<file path="src/common/rpv_pkg.sv">
package rpv_pkg;

    // ------------------------------------------------------------
    // Register map
    // ------------------------------------------------------------
    localparam logic [15:0] ADDR_RX_POWER_DOWN = 16'h2001;
    localparam logic [15:0] ADDR_VALIDATE_NOW = 16'h2002;
    localparam logic [15:0] ADDR_FORCE_INVALID = 16'h2003;
    localparam logic [15:0] ADDR_MONITOR_SKIP = 16'h2004;
    localparam logic [15:0] ADDR_UPDATE = 16'h000f;
    localparam logic [7:0] UPDATE_CODE = 8'h01;
    localparam logic [7:0] RESET_VALUE = 8'h00;
    localparam logic [7:0] UNMAPPED_READ = 8'h00;

    // ------------------------------------------------------------
    // Field layout: one bit per reference input
    // ------------------------------------------------------------
    localparam int NUM_INPUTS = 4;
    localparam int BIT_INPUT_A = 0;
    localparam int BIT_INPUT_AA = 1;
    localparam int BIT_INPUT_B = 2;
    localparam int BIT_INPUT_BB = 3;
    localparam logic [3:0] INPUTS_RESET = 4'h0;

    typedef logic [3:0] rpv_inputs_t;

    // ------------------------------------------------------------
    // Register access request from the serial control port
    // ------------------------------------------------------------
    typedef struct packed {
        logic write;
        logic read;
        logic [15:0] addr;
        logic [7:0] wdata;
    } rpv_reg_req_s;

endpackage : rpv_pkg

</file>
<file path="src/rpv_ref_input_ctrl.sv">
// Operation
// - Power-down bit 2 turns off input b receiver.
// - Power-down bit 1 turns off input aa receiver.
// - Power-down bit 0 turns off input a receiver.
// - Override bit 3 validates unfaulted counting input bb.
// - Override bit 2 validates unfaulted counting input b.
// - Override bit 1 validates unfaulted counting input aa.
// - Override bits clear themselves after acting.
// - Override ignored when faulted or timer idle.
// - Monitor skip treats the input as unfaulted.
// - Force invalid keeps the input unavailable always.
`timescale 1ns/10ps
`default_nettype none

module rpv_ref_input_ctrl
(
    // Clock and reset
    input wire logic CLK_IN,
    input wire logic RST_IN,
    // Register access from the serial control port
    input wire rpv_pkg::rpv_reg_req_s REQ_IN,
    output logic [7:0] RDATA_OUT,
    output logic RDATA_VALID_OUT,
    // Reference monitors and validation timers
    input wire rpv_pkg::rpv_inputs_t MONITOR_FAULT_IN,
    input wire rpv_pkg::rpv_inputs_t TIMER_RUNNING_IN,
    input wire rpv_pkg::rpv_inputs_t TIMER_EXPIRED_IN,
    // Receiver and validation state
    output rpv_pkg::rpv_inputs_t RX_OFF_OUT,
    output rpv_pkg::rpv_inputs_t UNFAULTED_OUT,
    output rpv_pkg::rpv_inputs_t VALID_OUT,
    output rpv_pkg::rpv_inputs_t VALIDATE_NOW_OUT
);

    // ------------------------------------------------------------
    // Staged and active register copies
    // ------------------------------------------------------------
    // Writes land in the staged copy; an update moves them to the active
    // copy so that several bits can be changed together without glitches.
    rpv_pkg::rpv_inputs_t stage_rx_off;
    rpv_pkg::rpv_inputs_t stage_validate_now;
    rpv_pkg::rpv_inputs_t stage_force_invalid;
    rpv_pkg::rpv_inputs_t stage_monitor_skip;
    rpv_pkg::rpv_inputs_t active_force_invalid;
    rpv_pkg::rpv_inputs_t active_monitor_skip;
    rpv_pkg::rpv_inputs_t unfaulted;
    rpv_pkg::rpv_inputs_t next_override;
    logic update;

    function automatic logic hit(input rpv_pkg::rpv_reg_req_s req, input logic [15:0] addr);
        hit = req.write && (req.addr == addr);
    endfunction : hit

    // The reserved upper bits of every register are dropped on a write and
    // read back as zero, so only the four per-input bits are stored.
    function automatic rpv_pkg::rpv_inputs_t low_field(input logic [7:0] data);
        low_field = data[3:0];
    endfunction : low_field

    function automatic logic [7:0] read_word(input rpv_pkg::rpv_inputs_t bits);
        read_word = {4'h0, bits};
    endfunction : read_word

    assign update = hit(REQ_IN, rpv_pkg::ADDR_UPDATE) && (REQ_IN.wdata == rpv_pkg::UPDATE_CODE);

    // Unfaulted view uses the active settings, so the update that applies a
    // skip bit is seen by an override issued on a later update only.
    always_comb
    begin
        for (int i = 0; i < rpv_pkg::NUM_INPUTS; i++)
        begin
            unfaulted[i] = active_monitor_skip[i] || !MONITOR_FAULT_IN[i];
        end
        next_override = stage_validate_now & unfaulted & TIMER_RUNNING_IN & ~active_force_invalid;
    end

    // ------------------------------------------------------------
    // Staged writes
    // ------------------------------------------------------------
    // Each staged register has its own process, so a write to a staged address
    // touches only that register; an update write also clears the override request.
    always_ff @(posedge CLK_IN)
    begin
        if (RST_IN)
        begin
            stage_rx_off <= rpv_pkg::INPUTS_RESET;
        end
        else if (hit(REQ_IN, rpv_pkg::ADDR_RX_POWER_DOWN))
        begin
            stage_rx_off <= low_field(REQ_IN.wdata);
        end
    end

    always_ff @(posedge CLK_IN)
    begin
        if (RST_IN)
        begin
            stage_force_invalid <= rpv_pkg::INPUTS_RESET;
        end
        else if (hit(REQ_IN, rpv_pkg::ADDR_FORCE_INVALID))
        begin
            stage_force_invalid <= low_field(REQ_IN.wdata);
        end
    end

    always_ff @(posedge CLK_IN)
    begin
        if (RST_IN)
        begin
            stage_monitor_skip <= rpv_pkg::INPUTS_RESET;
        end
        else if (hit(REQ_IN, rpv_pkg::ADDR_MONITOR_SKIP))
        begin
            stage_monitor_skip <= low_field(REQ_IN.wdata);
        end
    end

    // The override request is dropped by every update, acted on or not, so a
    // stale request can never fire on some later update.
    always_ff @(posedge CLK_IN)
    begin
        if (RST_IN)
        begin
            stage_validate_now <= rpv_pkg::INPUTS_RESET;
        end
        else if (hit(REQ_IN, rpv_pkg::ADDR_VALIDATE_NOW))
        begin
            stage_validate_now <= low_field(REQ_IN.wdata);
        end
        else if (update)
        begin
            stage_validate_now <= rpv_pkg::INPUTS_RESET;
        end
    end

    // ------------------------------------------------------------
    // Active settings, applied on update
    // ------------------------------------------------------------
    always_ff @(posedge CLK_IN)
    begin
        if (RST_IN)
        begin
            RX_OFF_OUT <= rpv_pkg::INPUTS_RESET;
        end
        else if (update)
        begin
            RX_OFF_OUT[rpv_pkg::BIT_INPUT_A] <= stage_rx_off[rpv_pkg::BIT_INPUT_A];
            RX_OFF_OUT[rpv_pkg::BIT_INPUT_AA] <= stage_rx_off[rpv_pkg::BIT_INPUT_AA];
            RX_OFF_OUT[rpv_pkg::BIT_INPUT_B] <= stage_rx_off[rpv_pkg::BIT_INPUT_B];
            RX_OFF_OUT[rpv_pkg::BIT_INPUT_BB] <= stage_rx_off[rpv_pkg::BIT_INPUT_BB];
        end
    end

    // Skip and force bits move together, so software can swap one for the
    // other in a single update without a cycle in which neither holds.
    always_ff @(posedge CLK_IN)
    begin
        if (RST_IN)
        begin
            active_force_invalid <= rpv_pkg::INPUTS_RESET;
            active_monitor_skip <= rpv_pkg::INPUTS_RESET;
        end
        else if (update)
        begin
            active_force_invalid <= stage_force_invalid;
            active_monitor_skip <= stage_monitor_skip;
        end
    end

    // ------------------------------------------------------------
    // Validation state
    // ------------------------------------------------------------
    always_ff @(posedge CLK_IN)
    begin
        if (RST_IN)
        begin
            VALIDATE_NOW_OUT <= rpv_pkg::INPUTS_RESET;
            VALID_OUT <= rpv_pkg::INPUTS_RESET;
            UNFAULTED_OUT <= rpv_pkg::INPUTS_RESET;
        end
        else
        begin
            UNFAULTED_OUT <= unfaulted;
            VALIDATE_NOW_OUT <= update ? next_override : rpv_pkg::INPUTS_RESET;
            for (int i = 0; i < rpv_pkg::NUM_INPUTS; i++)
            begin
                if (active_force_invalid[i] || !unfaulted[i])
                begin
                    VALID_OUT[i] <= 1'b0;
                end
                else if (TIMER_EXPIRED_IN[i] || (update && next_override[i]))
                begin
                    VALID_OUT[i] <= 1'b1;
                end
            end
        end
    end

    // ------------------------------------------------------------
    // Read back
    // ------------------------------------------------------------
    always_ff @(posedge CLK_IN)
    begin
        if (RST_IN)
        begin
            RDATA_OUT <= rpv_pkg::RESET_VALUE;
            RDATA_VALID_OUT <= 1'b0;
        end
        else
        begin
            RDATA_VALID_OUT <= REQ_IN.read;
            if (REQ_IN.read)
            begin
                unique case (REQ_IN.addr)
                    rpv_pkg::ADDR_RX_POWER_DOWN: RDATA_OUT <= read_word(stage_rx_off);
                    rpv_pkg::ADDR_VALIDATE_NOW: RDATA_OUT <= read_word(stage_validate_now);
                    rpv_pkg::ADDR_FORCE_INVALID: RDATA_OUT <= read_word(stage_force_invalid);
                    rpv_pkg::ADDR_MONITOR_SKIP: RDATA_OUT <= read_word(stage_monitor_skip);
                    default: RDATA_OUT <= rpv_pkg::UNMAPPED_READ;
                endcase
            end
        end
    end

endmodule : rpv_ref_input_ctrl
`default_nettype wire

</file>
<file path="config.mk">
export PLATFORM = sky130hd
export DESIGN_NAME = rpv_ref_input_ctrl
export DESIGN_NICKNAME = d
export VERILOG_FILES = /design/src/common/rpv_pkg.sv /design/src/rpv_ref_input_ctrl.sv
export SDC_FILE = /design/constraint.sdc
export NUM_CORES = 1
export LEC_CHECK = 0
export BUFFER_PORTS_ARGS = -buffer_cell sky130_fd_sc_hd__buf_2
export CAP_MARGIN = 20
export CELL_PAD_IN_SITES_DETAIL_PLACEMENT = 2
export CELL_PAD_IN_SITES_GLOBAL_PLACEMENT = 2
export CORE_MARGIN = 1.5
export CORE_UTILIZATION = 25
export DETAILED_ROUTE_END_ITERATION = 10
export PLACE_DENSITY = 0.67
export SLEW_MARGIN = 20
export SYNTH_ARGS = -nofsm -noshare
export SYNTH_HDL_FRONTEND = slang
export SYNTH_SLANG_ARGS = --single-unit
</file>
<file path="constraint.sdc">
create_clock -name CLK_IN -period 2.3 [get_ports CLK_IN]
set_input_delay 0.345 -clock CLK_IN [delete_from_list [all_inputs] [get_ports CLK_IN]]
set_output_delay 0.345 -clock CLK_IN [all_outputs]
set_load 0.1 [all_outputs]
</file>
---- After elaboration in Yosys (flattened, before gate mapping) ----
Index checks and enable logic that the tools add are counted.
Widths: inputs -> output; s select.
storage, ports and cells
  register bits ........................... 49
  input bits .............................. 40
  logic and storage cells ................. 65
cells by class
  equal/unequal tests ..................... 6
  muxes and demuxes ....................... 3
  bitwise gates (word level) .............. 5
  reduce and logical (&&, ||, !) cells .... 36
operator list
  operator              number
  $eq 16x14->1 const B  4
  $eq 16x4->1 const B   1
  $pmux 4 s4            1
  $and 4x4->4           3
  $logic_or 1x1->1      12
  $logic_and 1x1->1     10
  $reduce_or 2->1       5
  $eq 8x1->1 const B    1
  $logic_not 1->1       8
  $mux 4                2
  $not 4->4             1
  $reduce_bool 2->1     1
  $not 1->1             1

---- Longest topological paths before layout ----
Gate-level depths: netlist (run 1).
  depth in word-level cells ............... 7
  mapped depth ............................ 6
  depth with buffers taken out ............ 4

---- Worst setup path after synthesis (run 1) ----
No wires, ideal clock.
  path type ............................... input-to-reg
  from .................................... input port REQ_IN[14] (netlist name)
  to ...................................... register RX_OFF_OUT[0]
  setup time .............................. 123 ps
  arrival ................................. 1889 ps
  data required time ...................... 2177 ps
  slack ................................... 288 ps
  stages .................................. 6
  buffers on the path ..................... 2
  path through ............................ or4_4 buf_6 or4_4 buf_6 o21ai_1 a21oi_1
between the ends
  word-level cells in the longest chain between the ends .. 3
ends and longest elaborated chain
  what                           RTL line                   text
  start, declared                rpv_ref_input_ctrl.sv:21   input wire rpv_pkg::rpv_reg_req_s REQ_IN,
  $eq 16x4->1                    rpv_ref_input_ctrl.sv:51   hit = req.write && (req.addr == addr);
  $logic_and 1x1->1              rpv_ref_input_ctrl.sv:51
  $logic_and 1x1->1              rpv_ref_input_ctrl.sv:64   assign update = hit(REQ_IN, rpv_pkg::ADDR_UPDATE) && (REQ_IN.wdata == rpv_pkg::UPDATE_CODE);
  end signal, assigned           rpv_ref_input_ctrl.sv:143  RX_OFF_OUT <= rpv_pkg::INPUTS_RESET;
  end signal, assigned by index  rpv_ref_input_ctrl.sv:147  RX_OFF_OUT[rpv_pkg::BIT_INPUT_A] <= stage_rx_off[rpv_pkg::BIT_INPUT_A];
  end signal, assigned by index  rpv_ref_input_ctrl.sv:148  RX_OFF_OUT[rpv_pkg::BIT_INPUT_AA] <= stage_rx_off[rpv_pkg::BIT_INPUT_AA];
  end, declared                  rpv_ref_input_ctrl.sv:29   output rpv_pkg::rpv_inputs_t RX_OFF_OUT,
Every way passes these cells.
A chain may end at the register's enable or synchronous reset.

---- Final worst setup path (run 1) ----
  from .................................... input port REQ_IN[14] (netlist name)
  to ...................................... register stage_validate_now[0]
between the ends
  word-level cells in the longest chain between the ends .. 4
ends and longest elaborated chain
  what                                RTL line                   text
  $eq 16x4->1                         rpv_ref_input_ctrl.sv:51
  $logic_and 1x1->1                   rpv_ref_input_ctrl.sv:51
  $logic_and 1x1->1                   rpv_ref_input_ctrl.sv:64
  $reduce_bool 2->1 (no source line)  --
  end signal, assigned                rpv_ref_input_ctrl.sv:124  stage_validate_now <= rpv_pkg::INPUTS_RESET;
  end signal, assigned                rpv_ref_input_ctrl.sv:128  stage_validate_now <= low_field(REQ_IN.wdata);
  end signal, assigned                rpv_ref_input_ctrl.sv:132  stage_validate_now <= rpv_pkg::INPUTS_RESET;
  end, declared                       rpv_ref_input_ctrl.sv:41   rpv_pkg::rpv_inputs_t stage_validate_now;
Several ways; a longest one is shown, not always the timed one.

==> impl_metrics.json, run 1 <==
{
  "clk_latency_ps": 300,
  "place_hpwl_um": 5628,
  "hold_buffers": 0,
  "crit_path_end_kind": "flop",
  "drv_cap": 0,
  "worst_setup_path_start_kind": "input pin",
  "synth_most_common_cell": "dfxtp_1",
  "grt_max_degree": 46,
  "p_comb_share_pct": 12.8,
  "synth_edf_count": 0,
  "r2r-end": "VALID_OUT[0]",
  "r2r-start": "active_monitor_skip[0]",
  "synth.distinct_cells": 41,
  "tns_ps": 0,
  "async_flop_share_pct": 0,
  "crit_type": "input pin to flop",
  "worstSetupStartpoint": "REQ_IN[14]",
  "yosysSeqAreaShare_pct": 40.43,
  "wl_per_cell_um": 17.68,
  "clkTransAtPathRegs_ps": 80,
  "internal-power_uw": 1165,
  "portBuffers": 60,
  "synthesis.area_um2": 2228,
  "max_slew.worst_pin.slew_ps": 626.5,
  "nNetsFinal": 351,
  "drive_gt1_share_pct": 28.53,
  "die_x_um": 97.41,
  "synth_seq_cells": 45,
  "crit_arrival_ps": 2070,
  "drt_iter0_drc": 78,
  "leakage_uw": 0.0009775,
  "core-area_um2": 8678,
  "areaGrowthSynthToFinish_pct": 20.77,
  "vdd_drop_max_mv": 0.2343,
  "die_h_um": 97.41,
  "wl_um": 7425,
  "ant_nets": 0,
  "drv_slew": 0,
  "rrSetupSlack_ps": 1060,
  "cp-endpoint": "stage_validate_now[0]",
  "synth_cells": 249,
  "netlist.area_leader.share_pct": 40.43,
  "synth_common_cells": "dfxtp_1 (45), a21oi_1 (25), nand4_1 (20), o21ai_0 (19), nand3_1 (15)",
  "totalPowerFinal_uw": 1609,
  "seqCellArea_um2": 900.9,
  "die_area_um2": 9489,
  "vias": 2229,
  "io_pins": 65,
  "finalCritPeriodShare_pct": 82.31,
  "cts_resized": 0,
  "yosysTopAreaCell": "dfxtp_1",
  "firstDrtPassIters": 4,
  "cts_tree": "yes",
  "synth_ff_type": "dfxtp_1",
  "antenna_found_initial": 0,
  "rsz0062_at_grt": "false",
  "p_per_area_nw_per_um2": 597.8,
  "critPathMaxFanout": 13,
  "skew_ps": 10.35,
  "p_sw_uw": 444.2,
  "grt_pass1_wl_um": 12190,
  "fill_cells": 1030,
  "finalWorstPathRequiredPeriod_ps": 1893,
  "crit_required_ps": 2480,
  "initial_core_util_pct": 25.68,
  "slew_headroom_pct": 57.91,
  "fmax_ghz": 0.5282,
  "p_seq_share_pct": 49.0,
  "htreeDepth": 2,
  "gp_congestion": 0.7992,
  "cts_buffers": 5,
  "drcViolationCount": 0,
  "cts.sinks": 45,
  "first_global_vias": 2363,
  "viasPerCell": 5.307,
  "grt-ovfl-total": 0,
  "cts-root-buf": "clkbuf_8",
  "multi_input_area_um2": 1161,
  "grtUsageTotal_pct": 15.93,
  "num_antenna_cells": 0,
  "synth_area_leaders": "dfxtp_1 (40%), a21oi_1 (5.6%), nand4_1 (5.6%)",
  "post-cts-setup-buffers": 0,
  "p_clk_share_pct": 38.2,
  "finalSetupViolCount": 0,
  "ff2ff_path_depth": 4,
  "sw_frac_of_total_pct": 27.61,
  "outcome": "complete, no violations",
  "hp-class": "input pin to flop",
  "postSynthAreaPerCell_um2": 8.949,
  "fp-row-count": 34,
  "clockBufferDepth": 2,
  "ys_warn_count": 0,
  "hold_viol": 0
}
==> power groups by stage <==
stage	Clock (µW)	Sequential (µW)	Combinational, µW
4_1_cts	626	789	207
3_3_place_gp	0	807	205
2_1_floorplan	0	866	90.2
3_5_place_dp	0	807	207
6_report	614	789	206
5_1_grt	661	790	218
==> worst max-delay path, stage by stage <==
cell and delay [ps]:
buf_2 100, or4_4 570, or4_4 690, a2bb2o_4 270, o21ai_0 90
==> per-layer routing <==
layer	GRT usage [%]	part of all wire, %	vias up
met5	0	0	-
met4	4.945	1.9	0
met3	2.518	4.5	11
met2	26.66	47	55
met1	21.00	46	1092
li1	-	-	1071
==> per-stage QoR <==
stage          utilization [%]  std cells  area [µm²]  hold WS [ps]  setup slack, ps
5_1_grt                  31.01        420        2691         247.2            375.6
4_1_cts                  31.01        420        2691         245.8            396.3
3_5_place_dp             29.73        412        2580         467.4            77.92
3_3_place_gp             29.73        412        2580         455.5            141.7
6_report                 31.01        420        2691         245.0            406.8
2_1_floorplan                -        252        2240         447.3            288.0
==> cells in the final DEF, fill, tap and decap left out, types with 9 or more instances in the layout <==
cell and n:
o21ai_0 19, buf_2 60, nand3_1 15, buf_4 11, nand2_1 12, o21ai_1 9, nand4_1 20, dfxtp_1 45
nor3_1 9, a21oi_1 25
==> worst min-delay path by stage <==
stage | from | endpoint | cells past startpoint
floorplan | active_monitor_skip[2] | active_monitor_skip[2] | 2
global placement | VALID_OUT[2] | VALID_OUT[2] | 1
detailed placement | RDATA_OUT[1] | RDATA_OUT[1] | 2
CTS | RST_IN | RDATA_VALID_OUT | 2
global route | RST_IN | RDATA_VALID_OUT | 2
finish | RST_IN | RDATA_VALID_OUT | 2
==> cell type report <==
type	instances	area share [%]
well taps	108	5.021
clock inverters	2	1.441
multi-input cells	188	43.14
clock buffers	6	2.696
repair buffers	71	14.23
flip-flops and latches	45	33.47
==> cell families after synthesis <==
| group | after synthesis | synth area share [%] |
|---|---|---|
| buffers and inverters | 19 | 7.973 |
| other | 1 | 0.1683 |
| DFF | 45 | 40.43 |
| and+or+nand+nor | 114 | 32.29 |
| muxes | 4 | 2.021 |
| AOI/OAI and AO/OA | 66 | 17.13 |
Note: power is estimated with default switching activity, not from simulation.
==> run 2: changes to the inputs <==
Settings changed: PLACE_DENSITY 0.67 to 0.69.
Clock period 2.3 ns to 1.7 ns, I/O delays scaled along.
==> run 2 against run 1 <==
Sequential cell count unchanged. Via count up 2.1%. Count of clock-buffer cells in the layout unchanged. Worst hold slack worse by 100 ps.
==> impl_metrics.json, run 2 (same netlist as run 1, synthesis figures left out) <==
{
  "crit_arrival_ps": 1870,
  "outcome": "complete, no violations",
  "dp.cells": 428,
  "r2r-end": "VALID_OUT[1]",
  "firstDrtPassIters": 4,
  "cts.sinks": 45,
  "finalWorstPathRequiredPeriod_ps": 1682,
  "cts_buffers": 5,
  "first_global_vias": 2376,
  "drive_gt1_share_pct": 32.32,
  "finalCritPeriodShare_pct": 98.96,
  "io_pins": 65,
  "skew_ps": 6.691,
  "grtUsageTotal_pct": 16.64,
  "placed_area_um2": 2725,
  "wl_per_cell_um": 17.75,
  "leakage_uw": 0.001061,
  "die_x_um": 97.41,
  "worstSetupStartpoint": "REQ_IN[14]",
  "design_area_um2": 2821,
  "post-cts-setup-buffers": 0,
  "rsz0062_at_grt": "false",
  "drt_iter0_drc": 110,
  "grt_pass1_wl_um": 12590,
  "hold_viol": 0,
  "nNetsFinal": 367,
  "crit_path_end_kind": "flop",
  "wl_um": 7738,
  "grt-ovfl-total": 0,
  "worst_setup_path_start_kind": "input pin",
  "ant_nets": 0,
  "clkTransAtPathRegs_ps": 80,
  "tns_ps": 0,
  "rrSetupSlack_ps": 460,
  "hp-class": "input pin to flop",
  "wl_met1_um": 3572,
  "route.met3.wl_um": 352,
  "fill_cells": 1028,
  "vias": 2276,
  "crit_type": "input pin to flop",
  "r2r-start": "stage_validate_now[1]",
  "critPathMaxFanout": 13,
  "drcViolationCount": 0,
  "drv_slew": 0,
  "core-area_um2": 8678,
  "portBuffers": 60,
  "hold_ws_ps": 140.1,
  "cp-endpoint": "stage_validate_now[2]",
  "dr_wl_met2_um": 3718,
  "highest-signal-layer": "met4",
  "grt_max_degree": 33,
  "fmax_ghz": 0.5944,
  "clk_latency_ps": 300,
  "ff2ff_path_depth": 4,
  "num_antenna_cells": 0,
  "finalSetupViolCount": 0,
  "cts-root-buf": "clkbuf_8",
  "clockBufferDepth": 2,
  "htreeDepth": 2,
  "crit_required_ps": 1890,
  "die_h_um": 97.41,
  "instances_no_fill": 436,
  "cts_tree": "yes",
  "fp-row-count": 34,
  "antenna_found_initial": 0,
  "initial_core_util_pct": 25.68,
  "p_per_area_nw_per_um2": 740.0,
  "die_area_um2": 9489,
  "drv_cap": 0,
  "place_hpwl_um": 6052,
  "layout_common_cells": "buf_2 (60), dfxtp_1 (45), a21oi_1 (25), buf_4 (25), nand4_1 (20)",
  "vdd_drop_max_mv": 0.2592,
  "mostFrequentLayoutCell": "buf_2",
  "gp_congestion": 0.8223,
  "areaGrowthSynthToFinish_pct": 26.61,
  "viasPerCell": 5.220
}
==> run 2: worst max-delay path: stages <==
cell,delay [ps]
buf_2,100
or4_4,530
or4_4,650
a2bb2o_4,260
o21ai_1,70
==> run 2: routing by layer <==
metal / global-route usage [%] / vias to the layer above
met5: 0 / -
met4: 3.626 / 0
met3: 2.950 / 7
met2: 27.83 / 57
met1: 22.38 / 1115
li1: - / 1097
==> run 2: layout make-up <==
type                            instances  area (µm²)  area share, %
Tap cell                              108       135.1          4.789
Clock inverter                          2       13.76         0.4878
Timing Repair Buffer                   87       528.0          18.71
Sequential cell                        45       900.9          31.93
Multi-Input combinational cell        188        1161          41.15
Clock buffer                            6       82.58          2.927
==> run 2: how the worst min path moves through the flow <==
stage | startpoint | endpoint | slack [ps] | cells after the start
2_1_floorplan | TIMER_EXPIRED_IN[0] | VALID_OUT[0] | 390 | 1
3_3_place_gp | VALID_OUT[2] | VALID_OUT[2] | 460 | 1
3_5_place_dp | RDATA_OUT[2] | RDATA_OUT[2] | 460 | 2
4_1_cts | RST_IN | RDATA_VALID_OUT | 140 | 2
5_1_grt | RST_IN | RDATA_VALID_OUT | 130 | 2
6_report | RST_IN | RDATA_VALID_OUT | 140 | 2
==> run 2: what timing repair did <==
item / 4_1_cts / 5_1_grt
hold buffers: 0 / 0
gates resized for setup: 0 / 1
setup endpoints to repair: 0 / 1
==> run 2: per-stage QoR <==
step,setup WS [ps],util [%],power [µW]
CTS,30.20,32.51,2113
finish,17.67,32.51,2088
detailed placement,-288.7,31.40,1396
global placement,-271.4,31.40,1392
floorplan,-187.9,-,1293
global route,13.07,32.51,2182
==> run 2: where the power goes <==
part	total [µW]	internal [µW]	leakage (µW)	switching, µW
combinational	303	86.7	0.000646	216
clock	718	330	0.0000512	387
sequential	1070	1060	0.000364	3.47
==> run 3: changes to the inputs <==
Settings changed: ABC_AREA from default to 1, CAP_MARGIN 20 to 25, CORE_UTILIZATION 25 to 24, PLACE_DENSITY 0.69 to 0.74.
==> run 3 against run 2 <==
Combinational power shrank 16%. Fmax grew 27%. Synthesized cell count grew 8.8%.
==> impl_metrics.json, run 3 <==
{
  "htreeDepth": 2,
  "crit_required_ps": 1440,
  "synth_most_common_cell": "nor2_1",
  "ys_warn_count": 0,
  "grt-ovfl-total": 0,
  "tns_ps": 0,
  "cp_top_family": "buffers and inverters",
  "fmax_ghz": 0.7535,
  "num_antenna_cells": 0,
  "post-cts-setup-buffers": 0,
  "placed_area_um2": 2350,
  "drive_gt1_share_pct": 26.27,
  "clockBufferDepth": 2,
  "dp.cells": 429,
  "drcViolationCount": 0,
  "outcome": "complete, no violations",
  "fp-row-count": 32,
  "nNetsFinal": 374,
  "grtUsageTotal_pct": 14.30,
  "finalWorstPathRequiredPeriod_ps": 1327,
  "crit_path_end_kind": "output port",
  "layout_common_cells": "nor2_1 (67), buf_2 (60), dfxtp_1 (45), nand2_1 (29), nand3_1 (27)",
  "cts_tree": "yes",
  "skew_ps": 4.664,
  "yosysTopAreaCell": "dfxtp_1",
  "wl_per_cell_um": 13.45,
  "hold_viol": 0,
  "worst_setup_path_start_kind": "flop",
  "clk_latency_ps": 290,
  "finalCritPeriodShare_pct": 78.07,
  "gp_congestion": 0.7863,
  "hp-class": "input pin to flop",
  "path_cells": "buf_2",
  "vias": 1940,
  "yosysSeqAreaShare_pct": 46.21,
  "synth_edf_count": 0,
  "finalSetupViolCount": 0,
  "drt_iter0_drc": 62,
  "die_x_um": 93.13,
  "io_pins": 65,
  "grt_max_degree": 25,
  "mostFrequentLayoutCell": "nor2_1",
  "synth_seq_cells": 45,
  "clkTransAtPathRegs_ps": 80,
  "p_per_area_nw_per_um2": 879.2,
  "grt_pass1_wl_um": 9811,
  "synth.distinct_cells": 23,
  "fin_ws_ps": 372.9,
  "path_buf_inv": 1,
  "first_global_vias": 2039,
  "core-area_um2": 7807,
  "die_h_um": 93.13,
  "cts_resized": 0,
  "postSynthAreaPerCell_um2": 7.193,
  "drv_cap": 0,
  "design_area_um2": 2466,
  "drv_slew": 0,
  "async_flop_share_pct": 0,
  "portBuffers": 60,
  "slowest_stage": "buf_2",
  "crit_arrival_ps": 1070,
  "leakage_uw": 0.001173,
  "cts.sinks": 45,
  "firstDrtPassIters": 4,
  "netlist.area_leader.share_pct": 46.21,
  "crit_type": "flop to output port",
  "rsz0062_at_grt": "false",
  "instances_no_fill": 437,
  "viasPerCell": 4.439,
  "hold_ws_ps": 218.7,
  "synth_cells": 271,
  "cts_buffers": 5,
  "vdd_drop_max_mv": 0.4499,
  "synth_common_cells": "nor2_1 (67), dfxtp_1 (45), nand2_1 (29), nand3_1 (27), inv_1 (23)",
  "cts-root-buf": "clkbuf_8",
  "critPathMaxFanout": 2,
  "ant_nets": 0,
  "antenna_found_initial": 0,
  "place_hpwl_um": 4654,
  "hold_buffers": 0,
  "max_stage_delay_ps": 430,
  "areaGrowthSynthToFinish_pct": 26.51,
  "initial_core_util_pct": 24.97,
  "synth_ff_type": "dfxtp_1",
  "synth_area_leaders": "dfxtp_1 (46%), nor2_1 (13%), nand3_1 (6.9%)",
  "synthesis.area_um2": 1949,
  "wl_um": 5878,
  "place_ws_ps": 71.16,
  "die_area_um2": 8672
}
run 3: where the power goes:
group	total (µW)	internal (µW)	leakage (µW)	switching, µW
clock network	848	480	0.0000585	368
logic	254	59.5	0.000750	194
registers	1070	1060	0.000364	3.14
run 3: path summary, 6_finish.rpt:
path	start	endpoint	slack, ps	cells past startpoint
worst min-delay path	TIMER_EXPIRED_IN[3]	VALID_OUT[3]	220	3
worst max-delay path	RDATA_OUT[2]	RDATA_OUT[2]	370	1
worst min register to register	RDATA_OUT[1]	RDATA_OUT[1]	470	2
worst max register to register	stage_rx_off[0]	RDATA_OUT[0]	730	4
run 3: routing by layer:
layer  track usage (%)  vias up  share of wire [%]
met1             17.82      909                 47
met2             25.85       40                 49
met3             2.439        4                3.5
met4             2.652        0               0.68
li1                  -      987                  -
met5                 0        -                  0
run 3: cell families (layout without fill, tap and decap cells):
logic type,after synthesis,count (layout),synth area share [%]
AO/OA/AOI/OAI,52,52,14.12
flip-flops,45,45,46.21
other,1,4,0.1924
AND/OR/NAND/NOR,136,136,30.87
buffers and inverters,37,98,8.600
run 3: final cells by class:
cell class	instances	area (µm²)
clock buffers	7	86.33
repair buffers	64	330.3
inverters	26	98.84
multi-input cells	192	892.1
fillers	960	5341
clock inverters	1	30.03
flip-flops and latches	45	900.9
well taps	102	127.6
run 3: stage by stage:
| stage | total power, µW | utilization (%) |
|---|---|---|
| after CTS | 2201 | 31.59 |
| final | 2168 | 31.59 |
| after global placement | 1344 | 30.10 |
| after global routing | 2261 | 31.59 |
| after detailed placement | 1348 | 30.10 |
| after floorplan | 1272 | - |
